File: src/rtl/mic_pkg.sv
// package for the microcontroller interrupt controller: register map, fields, timing
package mic_pkg;
    // apb byte addresses
    localparam logic [7:0] ADDR_CTRL_FIRST  = 8'h00;
    localparam logic [7:0] ADDR_CTRL_SECOND = 8'h04;
    localparam logic [7:0] ADDR_EDGE_SEL    = 8'h08;
    localparam logic [7:0] ADDR_STATUS      = 8'h0C;
    localparam logic [7:0] ADDR_MASK        = 8'h10;
    localparam logic [7:0] ADDR_VECTOR      = 8'h14;

    // first control register fields
    localparam int BIT_GLOBAL_EN  = 0;
    localparam int BIT_PIN_EN     = 1;
    localparam int BIT_T0_EN      = 2;
    localparam int BIT_T1_EN      = 3;
    localparam int BIT_PIN_FLAG   = 4;
    localparam int BIT_T0_FLAG    = 5;
    localparam int BIT_T1_FLAG    = 6;
    // second control register fields
    localparam int BIT_CONV_EN    = 0;
    localparam int BIT_TB_EN      = 1;
    localparam int BIT_CONV_FLAG  = 4;
    localparam int BIT_TB_FLAG    = 5;
    // edge select field position
    localparam int BIT_EDGE_LO    = 6;
    localparam int BIT_EDGE_HI    = 7;

    // implemented-bit masks
    localparam logic [7:0] MASK_FIRST      = 8'h7F;
    localparam logic [7:0] MASK_SECOND_ADC = 8'h33;
    localparam logic [7:0] MASK_SECOND_PLN = 8'h22;
    localparam logic [7:0] MASK_EDGE       = 8'hC0;
    localparam logic [4:0] MASK_EVENTS     = 5'h1F;
    localparam logic [7:0] RESET_BYTE      = 8'h00;

    // vectors, by source
    localparam logic [7:0] VEC_PIN  = 8'h04;
    localparam logic [7:0] VEC_T0   = 8'h08;
    localparam logic [7:0] VEC_T1   = 8'h0C;
    localparam logic [7:0] VEC_CONV = 8'h10;
    localparam logic [7:0] VEC_TB   = 8'h14;

    // edge select codes
    localparam logic [1:0] EDGE_OFF  = 2'h0;
    localparam logic [1:0] EDGE_RISE = 2'h1;
    localparam logic [1:0] EDGE_FALL = 2'h2;
    localparam logic [1:0] EDGE_BOTH = 2'h3;

    // one instruction cycle is four system clocks
    localparam int          CLK_MHZ       = 40;
    localparam int          SYS_PER_INSTR = 4;
    localparam logic [1:0]  PHASE_LAST    = 2'(SYS_PER_INSTR - 1);
    localparam logic [1:0]  LAT_AWAKE     = 2'h2;
    localparam logic [1:0]  LAT_SLEEP     = 2'h3;

    localparam logic [31:0] APB_ZERO = 32'h0000_0000;

    // event index order is also priority order
    typedef enum logic [2:0] {
        SRC_PIN, SRC_T0, SRC_T1, SRC_CONV, SRC_TB, SRC_NONE
    } mic_src_t;

    typedef enum logic [1:0] {
        ST_IDLE, ST_WAIT, ST_CALL
    } mic_state_t;

    typedef struct packed {
        logic        psel;
        logic        penable;
        logic        pwrite;
        logic [7:0]  paddr;
        logic [31:0] pwdata;
    } mic_apb_req_t;

    typedef struct packed {
        logic        pready;
        logic        pslverr;
        logic [31:0] prdata;
    } mic_apb_rsp_t;

    // event strobes from peripherals, one cycle each
    typedef struct packed {
        logic tb_ovf;
        logic conv_done;
        logic t1_ovf;
        logic t0_ovf;
    } mic_events_t;

    // core side: request out, acknowledge in
    typedef struct packed {
        logic       call_req;
        logic [7:0] call_vector;
        logic       wake;
    } mic_core_out_t;

    typedef struct packed {
        logic [6:0] ctrl_first;
        logic [5:0] ctrl_second;
        logic [1:0] edge_sel;
        logic [4:0] status;
        logic [4:0] mask;
        logic [7:0] last_vector;
        logic       pin_s1;
        logic       pin_s2;
        logic       pin_prev;
        mic_state_t state;
        logic [1:0] phase;
        logic [1:0] instr_cnt;
        logic [1:0] lat_target;
        mic_src_t   src;
        logic       call_req;
        logic [7:0] call_vector;
        logic [31:0] prdata;
    } mic_state_reg_t;
endpackage

File: src/rtl/mic_irq_ctrl.sv
// interrupt request, enable, priority and vectoring logic with apb registers
// Notes on behaviour
// first register bits 0..3: global, pin, timer0, timer1 enables, reset zero
// first register bits 4..6: pin, timer0, timer1 flags; bit 7 reads zero
// second register: time base flag bit 5, enable bit 1; bits 7,6 zero
// converter variant: conversion flag bit 4, enable bit 0; bits 3,2 zero
// plain variant: second register bits 4..2 and bit 0 read zero
// timer request serviced only with global and its own enable set
// timer overflow sets that timer's request flag
// enabled timer request with stack not full calls the timer vector
// timer service clears its flag and the global enable
// time base overflow sets its flag; serviced with global and own enable
// time base service calls its vector, clears its flag and global enable
// flags stay pending while disabled, until serviced or cleared by software
// every source can wake the processor from sleep
// only the program counter is pushed; core does this on the call
// software should avoid nested calls and save its own registers
// priority and vectors: pin 04, timer0 08, timer1 0C, conversion 10, time base 14
// pin edge select: 00 off, 01 rising, 10 falling, 11 both
// request to call takes 2 or 3 instruction cycles, 3 from sleep
// conversion done sets its flag; service clears it and global enable
`timescale 1ns/1ps
`default_nettype none
module mic_irq_ctrl #(
    parameter bit HAS_CONV = 1'b1
) (
    input  wire logic                   pclk,
    input  wire logic                   presetn,
    input  wire mic_pkg::mic_apb_req_t  apb_req,
    output      mic_pkg::mic_apb_rsp_t  apb_rsp,
    input  wire mic_pkg::mic_events_t   events,
    input  wire logic                   ext_pin,
    input  wire logic                   stack_full,
    input  wire logic                   sleeping,
    input  wire logic                   call_ack,
    output      mic_pkg::mic_core_out_t core_out,
    output      logic                   irq
);
    import mic_pkg::*;

    mic_state_reg_t s_r;
    mic_state_reg_t s_nxt;

    function automatic mic_src_t pick(input logic [4:0] req);
        mic_src_t r;
        r = SRC_NONE;
        for (int i = 4; i >= 0; i--) begin
            if (req[i]) begin
                r = mic_src_t'(i);
            end
        end
        return r;
    endfunction

    function automatic logic [7:0] vec_of(input mic_src_t s);
        logic [7:0] v;
        unique case (s)
            SRC_PIN:  v = VEC_PIN;
            SRC_T0:   v = VEC_T0;
            SRC_T1:   v = VEC_T1;
            SRC_CONV: v = VEC_CONV;
            SRC_TB:   v = VEC_TB;
            default:  v = RESET_BYTE;
        endcase
        return v;
    endfunction

    logic [7:0] mask_second;
    logic [7:0] rd_first;
    logic [7:0] rd_second;
    logic [4:0] flags;
    logic [4:0] enables;
    logic [4:0] pending;
    logic       pin_edge;
    logic       wr;
    logic       rd;
    logic       addr_ok;

    assign mask_second = HAS_CONV ? MASK_SECOND_ADC : MASK_SECOND_PLN;
    assign rd_first  = {1'b0, s_r.ctrl_first};
    assign rd_second = {2'b00, s_r.ctrl_second} & mask_second;
    assign flags   = {rd_second[BIT_TB_FLAG], rd_second[BIT_CONV_FLAG],
                      rd_first[BIT_T1_FLAG], rd_first[BIT_T0_FLAG], rd_first[BIT_PIN_FLAG]};
    assign enables = {rd_second[BIT_TB_EN], rd_second[BIT_CONV_EN],
                      rd_first[BIT_T1_EN], rd_first[BIT_T0_EN], rd_first[BIT_PIN_EN]};
    // flags pend regardless of enable; enable gates service and wake
    assign pending = flags & enables;
    assign wr = apb_req.psel & apb_req.penable & apb_req.pwrite;
    assign rd = apb_req.psel & ~apb_req.pwrite & ~apb_req.penable;
    assign addr_ok = (apb_req.paddr == ADDR_CTRL_FIRST) || (apb_req.paddr == ADDR_CTRL_SECOND)
                  || (apb_req.paddr == ADDR_EDGE_SEL) || (apb_req.paddr == ADDR_STATUS)
                  || (apb_req.paddr == ADDR_MASK) || (apb_req.paddr == ADDR_VECTOR);

    always_comb begin
        unique case (s_r.edge_sel)
            EDGE_RISE: pin_edge = s_r.pin_s2 & ~s_r.pin_prev;
            EDGE_FALL: pin_edge = ~s_r.pin_s2 & s_r.pin_prev;
            EDGE_BOTH: pin_edge = s_r.pin_s2 ^ s_r.pin_prev;
            EDGE_OFF:  pin_edge = 1'b0;
        endcase
    end

    always_comb begin
        logic [7:0] f;
        logic [7:0] sec;
        logic [4:0] ev;
        logic       svc;
        s_nxt = s_r;
        s_nxt.pin_s1   = ext_pin;
        s_nxt.pin_s2   = s_r.pin_s1;
        s_nxt.pin_prev = s_r.pin_s2;
        s_nxt.phase    = s_r.phase + 2'h1;
        f   = rd_first;
        sec = rd_second;
        svc = (s_r.state == ST_CALL) && call_ack;
        ev  = {events.tb_ovf, events.conv_done & HAS_CONV, events.t1_ovf, events.t0_ovf, pin_edge};

        // software writes first, then service clear, then hardware set
        if (wr) begin
            unique case (apb_req.paddr)
                ADDR_CTRL_FIRST:  f = apb_req.pwdata[7:0] & MASK_FIRST;
                ADDR_CTRL_SECOND: sec = apb_req.pwdata[7:0] & mask_second;
                ADDR_EDGE_SEL: s_nxt.edge_sel = apb_req.pwdata[BIT_EDGE_HI:BIT_EDGE_LO];
                ADDR_STATUS: s_nxt.status = s_r.status & ~apb_req.pwdata[4:0];
                ADDR_MASK:   s_nxt.mask = apb_req.pwdata[4:0];
                default: ;
            endcase
        end
        if (svc) begin
            f[BIT_GLOBAL_EN] = 1'b0;
            unique case (s_r.src)
                SRC_PIN:  f[BIT_PIN_FLAG] = 1'b0;
                SRC_T0:   f[BIT_T0_FLAG] = 1'b0;
                SRC_T1:   f[BIT_T1_FLAG] = 1'b0;
                SRC_CONV: sec[BIT_CONV_FLAG] = 1'b0;
                SRC_TB:   sec[BIT_TB_FLAG] = 1'b0;
                default: ;
            endcase
        end
        // hardware set wins over any clear in the same cycle
        if (pin_edge)         f[BIT_PIN_FLAG] = 1'b1;
        if (events.t0_ovf)    f[BIT_T0_FLAG] = 1'b1;
        if (events.t1_ovf)    f[BIT_T1_FLAG] = 1'b1;
        if (events.tb_ovf)    sec[BIT_TB_FLAG] = 1'b1;
        if (events.conv_done && HAS_CONV) sec[BIT_CONV_FLAG] = 1'b1;
        s_nxt.ctrl_first  = f[6:0];
        s_nxt.ctrl_second = sec[5:0] & mask_second[5:0];

        s_nxt.status = s_nxt.status | (ev & MASK_EVENTS);

        s_nxt.call_req = 1'b0;
        unique case (s_r.state)
            ST_IDLE: begin
                if (rd_first[BIT_GLOBAL_EN] && (pending != 5'h00)) begin
                    s_nxt.state      = ST_WAIT;
                    s_nxt.instr_cnt  = 2'h0;
                    s_nxt.lat_target = sleeping ? LAT_SLEEP : LAT_AWAKE;
                end
            end
            ST_WAIT: begin
                if (!rd_first[BIT_GLOBAL_EN] || pending == 5'h00) begin
                    s_nxt.state = ST_IDLE;
                end else if (s_r.phase == PHASE_LAST) begin
                    // widened so a count saturated behind a full stack cannot wrap to zero
                    if (({1'b0, s_r.instr_cnt} + 3'h1 >= {1'b0, s_r.lat_target})
                        && !stack_full) begin
                        s_nxt.state       = ST_CALL;
                        s_nxt.src         = pick(pending);
                        s_nxt.call_vector = vec_of(pick(pending));
                        s_nxt.call_req    = 1'b1;
                    end else if (s_r.instr_cnt != LAT_SLEEP) begin
                        s_nxt.instr_cnt = s_r.instr_cnt + 2'h1;
                    end
                end
            end
            ST_CALL: begin
                // core pushes only the program counter on this acknowledge
                s_nxt.call_req = ~call_ack;
                if (call_ack) begin
                    s_nxt.state       = ST_IDLE;
                    s_nxt.last_vector = s_r.call_vector;
                end
            end
        endcase

        s_nxt.prdata = APB_ZERO;
        if (rd) begin
            unique case (apb_req.paddr)
                ADDR_CTRL_FIRST:  s_nxt.prdata = {24'h00_0000, rd_first};
                ADDR_CTRL_SECOND: s_nxt.prdata = {24'h00_0000, rd_second};
                ADDR_EDGE_SEL: s_nxt.prdata = {24'h00_0000, s_r.edge_sel, 6'h00};
                ADDR_STATUS:   s_nxt.prdata = {27'h000_0000, s_r.status};
                ADDR_MASK:     s_nxt.prdata = {27'h000_0000, s_r.mask};
                ADDR_VECTOR:   s_nxt.prdata = {24'h00_0000, s_r.last_vector};
                default: ;
            endcase
        end
    end

    always_ff @(posedge pclk or negedge presetn) begin
        if (!presetn) begin
            s_r <= '0;
        end else begin
            s_r <= s_nxt;
        end
    end

    // no wait state: read data is registered in the setup cycle
    assign apb_rsp.pready  = apb_req.psel & apb_req.penable;
    assign apb_rsp.pslverr = apb_req.psel & apb_req.penable & ~addr_ok;
    assign apb_rsp.prdata  = s_r.prdata;
    assign core_out.call_req    = s_r.call_req;
    assign core_out.call_vector = s_r.call_vector;
    // wake ignores the global enable so a sleeping core is roused by any enabled flag
    assign core_out.wake = sleeping & (pending != 5'h00);
    assign irq = (s_r.status & s_r.mask) != 5'h00;

    a_timer_set: assert property (@(posedge pclk) disable iff (!presetn)
        events.t0_ovf |=> s_r.ctrl_first[BIT_T0_FLAG])
        else $error("timer0 flag not set after overflow");
    a_tb_set: assert property (@(posedge pclk) disable iff (!presetn)
        events.tb_ovf |=> s_r.ctrl_second[BIT_TB_FLAG])
        else $error("time base flag not set");
    a_svc_clears_gie: assert property (@(posedge pclk) disable iff (!presetn)
        (s_r.state == ST_CALL && call_ack) |=> !s_r.ctrl_first[BIT_GLOBAL_EN])
        else $error("global enable not cleared on service");
    a_tb_svc_clear: assert property (@(posedge pclk) disable iff (!presetn)
        (s_r.state == ST_CALL && call_ack && s_r.src == SRC_TB && !events.tb_ovf)
        |=> !s_r.ctrl_second[BIT_TB_FLAG])
        else $error("time base flag not cleared on service");
    a_call_enabled: assert property (@(posedge pclk) disable iff (!presetn)
        $rose(s_r.call_req) |-> $past(rd_first[BIT_GLOBAL_EN]) && !$past(stack_full))
        else $error("call issued while disabled or stack full");
    a_pin_vector: assert property (@(posedge pclk) disable iff (!presetn)
        ($rose(s_r.call_req) && s_r.src == SRC_PIN) |-> s_r.call_vector == VEC_PIN)
        else $error("wrong pin vector");
    a_bit7_zero: assert property (@(posedge pclk) disable iff (!presetn)
        !rd_first[7] && rd_second[7:6] == 2'b00 && rd_second[3:2] == 2'b00)
        else $error("unimplemented bits read nonzero");
    a_plain_zero: assert property (@(posedge pclk) disable iff (!presetn)
        !HAS_CONV |-> (rd_second[4] == 1'b0 && rd_second[0] == 1'b0))
        else $error("plain variant bits nonzero");
    a_flag_holds: assert property (@(posedge pclk) disable iff (!presetn)
        (s_r.ctrl_first[BIT_T1_FLAG] && !wr && s_r.state != ST_CALL)
        |=> s_r.ctrl_first[BIT_T1_FLAG])
        else $error("timer1 flag lost while pending");
    a_latency_min: assert property (@(posedge pclk) disable iff (!presetn)
        (s_r.state == ST_IDLE && s_nxt.state == ST_WAIT) |=> !s_r.call_req [*5])
        else $error("call faster than two instruction cycles");

    c_timer_call: cover property (@(posedge pclk) s_r.call_req && s_r.src == SRC_T0);
    c_tb_call: cover property (@(posedge pclk) s_r.call_req && s_r.src == SRC_TB);
    c_sleep_wake: cover property (@(posedge pclk) core_out.wake);
    c_irq_out: cover property (@(posedge pclk) irq);
endmodule
`default_nettype wire

File: config.mk
export PLATFORM = sky130hd
export DESIGN_NAME = mic_irq_ctrl
export DESIGN_NICKNAME = d
export VERILOG_FILES = /design/src/rtl/mic_pkg.sv /design/src/rtl/mic_irq_ctrl.sv
export SDC_FILE = /design/constraint.sdc
export NUM_CORES = 1
export LEC_CHECK = 0
export ABC_CLOCK_PERIOD_IN_PS = 2300
export BUFFER_PORTS_ARGS = -buffer_cell sky130_fd_sc_hd__buf_2
export CAP_MARGIN = 25
export CORE_AREA = 2 2 64 126
export DETAILED_ROUTE_END_ITERATION = 8
export DIE_AREA = 0 0 66 128
export GPL_TIMING_DRIVEN = 0
export HOLD_SLACK_MARGIN = 0.15
export PLACE_DENSITY_LB_ADDON = 0.15
export SKIP_LAST_GASP = 1
export SLEW_MARGIN = 40
export SYNTH_ARGS = -nofsm -noshare
export SYNTH_HDL_FRONTEND = slang
export SYNTH_SLANG_ARGS = --single-unit
File: constraint.sdc
create_clock -name pclk -period 2.3 [get_ports pclk]
set_clock_uncertainty 0.1 [all_clocks]
set_input_delay 0.575 -clock pclk [delete_from_list [all_inputs] [get_ports pclk]]
set_output_delay 0.575 -clock pclk [all_outputs]
set_load 0.05 [all_outputs]
# Word level (Yosys, flattened, before mapping)
# Index checks and enable logic that the tools add are counted.
# W data, S select, Z words.
[totals]
reg_bits = 86
input_bits = 53
out_inout_bits = 45
wordCells = 155
[classes]
n_addsub = 3
order_cmp = 1
eq_ne = 28
mux = 50
bitwise_logic = 21
reduce_logical = 32
[op_table]
columns = ["op", "n"]
rows = [
  ["$pmux W8 S6", 1],
  ["$mux W3", 9],
  ["$mux W9", 3],
  ["$pmux W5 S5", 1],
  ["$mux W2", 10],
  ["$eq A8 B4 Y1 const B", 2],
  ["$eq A8 B5 Y1 const B", 2],
  ["$and A5 B5 Y5", 3],
  ["$mux W7", 2],
  ["$ne A2 B2 Y1 const B", 7],
  ["$reduce_and A2 Y1", 7],
  ["$mux W1", 13],
  ["$eq A3 B2 Y1 const B", 4],
  ["$mux W6", 2],
  ["$mux W10", 1],
  ["$mux W5", 2],
  ["$reduce_bool A5 Y1", 2],
  ["$and A1 B1 Y1", 8],
  ["$eq A2 B2 Y1 const B", 4],
  ["$eq A8 B3 Y1 const B", 1],
  ["$logic_not A8 Y1", 1],
  ["$mux W8", 1],
  ["$reduce_and A4 Y1", 2],
  ["$not A1 Y1", 7],
  ["other kinds (23)", 40],
]

# Depth between registers and ports, before layout
[depth]
word_depth = 16
depth_mapped = 7
depth_no_buf = 7

# Worst setup path before layout
# No wires, ideal clock.
[synth_path]
path_type = "input port to output port"
from = "input apb_req[41] in the netlist's numbering"
to = "output apb_rsp[32] in the netlist's numbering"
arrival_ns = 2.219
required_ns = 1.625
setup_slack_ns = -0.594
stages = 2
n_path_buf = 0
path_cell_list = "and2_1 > a21boi_0"
[synth_rtl]
columns = ["item", "line_no", "text"]
rows = [
  ["start, declared", "mic_irq_ctrl.sv:29", "input wire mic_pkg::mic_apb_req_t apb_req,"],
  ["end, declared", "mic_irq_ctrl.sv:30", "output mic_pkg::mic_apb_rsp_t apb_rsp,"],
]

# Worst setup path after layout
[layout_path]
from = "register s_r[72] in the netlist's numbering"
to = "output irq"
[layout_via]
elab_chain_cells = 2
[layout_rtl]
columns = ["item", "line_no", "text"]
rows = [
  ["start, declared", "mic_irq_ctrl.sv:41", "mic_state_reg_t s_r;"],
  ["start signal, assigned", "mic_irq_ctrl.sv:204", "s_r <= s_nxt;"],
  ["$and A5 B5 Y5", "mic_irq_ctrl.sv:216", "assign irq = (s_r.status & s_r.mask) != 5'h00;"],
  ["$reduce_bool A5 Y1", "mic_irq_ctrl.sv:216", ""],
  ["end, declared", "mic_irq_ctrl.sv:37", "output logic irq"],
]
# No other way between the ends.

==> reports/qor.csv <==
metric,value,unit
p_leak,1.83,nW
syn_inst,274,
setup_tns,0,ns
ys_warn_count,0,
die_area,8450,sq um
fmaxAchievable,440,MHz
wl_per_cell,14.9,um
synth_top_area_share,0.452,
path_max_fanout,3,
die_x,66,um
drive_above_1_share,0.365,
fp.coreArea,7540,sq um
syn_to_final_growth,23.5,%
post-synth-top-area-cell,dfrtp_1,
synth_seq_cells,52,
relSlewSlack,0.553,
synth_edf_count,0,
synth_ff_type,dfrtp_1,
ir_worst_vdd,0.422,mV
antenna_found_initial,0,
p_total,0.00209,W
r2r_setup_slack,0.11,ns
finalMaxSlewViolations,0,
track_usage,0.172,
std_cell_rows,45,
hold_path_class,in2async,
globalplace.congestion,0.796,
start_util,0.382,
fin_hold_ws,0.211,ns
stdcell_count,453,
path_clk_slew,0.06,ns
cp-start-kind,flop,
cts_buffers,5,
drtIter0Drc,58,
async_reset_ff_frac,1.00,
critPathCaptureType,output port,
clock_sinks,52,
cellPowerDensity,588,nW/um^2
ctsHoldBuffers,0,
post-route-period-util,0.988,
finalWirelength,6740,um
io_pins,98,
diodes,0,
cp.required,1.62,ns
final_nets,420,
period_minus_slack,2.27,ns
via_per_inst,4.84,
rsz0062_at_grt,true,
grt_pass1_wl,10800,um
ys_types,47,
crit_path_max_incr_delay,0.57,ns
wl_met3,330,um
synth-seq-area-share,0.452,
crit_chain,"a222oi_1, nand2_1, buf_2",
io_buffers,44,
setup-violations-final,0,
ys_top_cells_by_area,"dfrtp_1, buf_4, mux2_2",
met2WireLength,4020,um
hpwl,5340,um
tightestPinTransition,0.671,ns
outcome,"complete, no violations",
synth_area,2880,sq um
drv_cap,0,
hold_violations,0,
vias,2191,
cp.arrival,1.60,ns
insertion_delay,0.30,ns
routed.top_layer,met4,
cts_tree,yes,
root_buffer,clkbuf_16,
grt.overflow.total,0,
cp_num_buf_inv,1,
cp_slowest_cell,a222oi_1,
drcViolationCount,0,
path_delay_family,compound AO/OA/AOI/OAI gates,
setup.worst_path.class,reg2out,
grt_pass1_vias,2153,
dp.cells,440,
cts_buffer_depth,2,
wl_met1,2270,um
ant_nets,0,
die_y,128,um
dr.pass1.iters,8,
htreeDepth,2,
syn_avg_cell_area,10.5,sq um
grt_max_degree,53,
[cells in the mapped netlist, types with 2 or more instances]
| cell | count |
|---|---|
| and2_1 | 4 |
| inv_1 | 12 |
| o211ai_1 | 2 |
| ha_1 | 8 |
| a22o_1 | 6 |
| o21ai_0 | 6 |
| a21boi_0 | 3 |
| a21oi_1 | 8 |
| and4_1 | 2 |
| a22oi_1 | 7 |
| nor2b_1 | 3 |
| nand4_1 | 5 |
| nor2_1 | 9 |
| mux2_2 | 21 |
| dfrtp_1 | 52 |
| a21o_1 | 9 |
| buf_4 | 41 |
| mux2i_1 | 5 |
| nand2b_1 | 4 |
| nand2_1 | 28 |
| o21bai_1 | 3 |
| nand3_1 | 5 |
| clkbuf_1 | 4 |
| a221oi_1 | 2 |
| nor4_1 | 3 |
[worst reg2reg max path: cells and delay by family (launching register included)]
| family | cells | cell delay, ns |
|---|---|---|
| buffers and inverters | 1 | 0.07 |
| AO/OA/AOI/OAI | 2 | 0.64 |
| flip-flops | 1 | 0.43 |
| AND/OR/NAND/NOR | 2 | 0.33 |
| adder cells (fa/ha/maj) | 1 | 0.50 |
[area by class of cell]
class,count,area (sq um)
Fill cell,771,3990
Multi-Input combinational cell,193,1360
Sequential cell,52,1300
Buffer,44,319
Timing Repair Buffer,50,268
Clock buffer,7,143
Tap cell,94,118
Inverter,12,45.0
Clock inverter,1,7.51
[metrics by stage]
step / cell area (sq um) / setup WS, ns / util
final: 3560 / 0.0287 / 0.471
after global routing: 3560 / -0.0184 / 0.471
after CTS: 3500 / -0.0262 / 0.464
after detailed placement: 3340 / -0.178 / 0.443
after global placement: 3330 / -0.335 / 0.442
after floorplan: 2990 / 0.0354 / -
[kinds of logic after synthesis]
| group | Yosys count | share of synthesized area |
|---|---|---|
| AO/OA/AOI/OAI | 53 | 0.130 |
| adder cells (fa/ha/maj) | 9 | 0.0417 |
| buffers and inverters | 57 | 0.128 |
| flip-flops | 52 | 0.452 |
| multiplexers | 27 | 0.105 |
| other | 1 | 0.00130 |
| AND/OR/NAND/NOR | 75 | 0.142 |
[state kept, by name (all words and copies together), names as in the netlist]
signal and cells:
core_out 4, s_r 27, rd_first 1, apb_rsp 8, flags 5, s_nxt 2, enables 5
[path summary, 6_finish.rpt]
| check | from | to | depth (start not counted) |
|---|---|---|---|
| max | s_r[72]$_DFF_PN0_ | irq | 3 |
| min | presetn | core_out[9]$_DFF_PN0_ | 1 |
| max reg2reg | s_r[46]$_DFFE_PN0P_ | core_out[3]$_DFFE_PN0P_ | 6 |
| min reg2reg | s_nxt[53]$_DFF_PN0_ | s_nxt[52]$_DFF_PN0_ | 0 |
| max in group asynchronous | presetn | s_r[57]$_DFFE_PN0P_ | 1 |
| min in group pclk | s_nxt[53]$_DFF_PN0_ | s_nxt[52]$_DFF_PN0_ | 0 |
[power breakdown]
part / leakage [nW] / internal (W) / switching, W
Combinational: 1.11 / 0.000119 / 0.000252
Sequential: 0.652 / 0.000938 / 0.0000205
Clock: 0.0701 / 0.000434 / 0.000329
Total: 1.83 / 0.00149 / 0.000602
[repair_timing]
item,CTS,global route
pin swaps,1,2
gates resized for setup,3,4
buffers inserted,1,5
endpoints found under the setup margin,6,8
[routing by layer]
metal  vias up  global-route usage
met5         -                   0
met4         0              0.0804
li1       1057                   -
met2        65               0.336
met1      1063               0.165
met3         6              0.0290
[placed cells by master, fill, tap and decap left out, types with 2 or more instances in the layout]
cell and instances:
dfrtp_1 52, clkbuf_1 4, a21boi_1 2, conb_1 29
nand3_1 5, nor2b_1 3, nand4_1 5, and2_1 4
a22o_1 6, nand2b_1 4, o21ai_0 6, o21bai_1 3
clkbuf_16 5, nor2_1 9, ha_1 8, a21o_1 9
buf_4 48, mux2_2 21, nor4_1 3, o211ai_1 2
a22oi_1 7, inv_1 11, a21oi_1 8, buf_2 43
mux2i_1 5, nand2_1 28
Note: power is estimated with default switching activity, not from simulation.
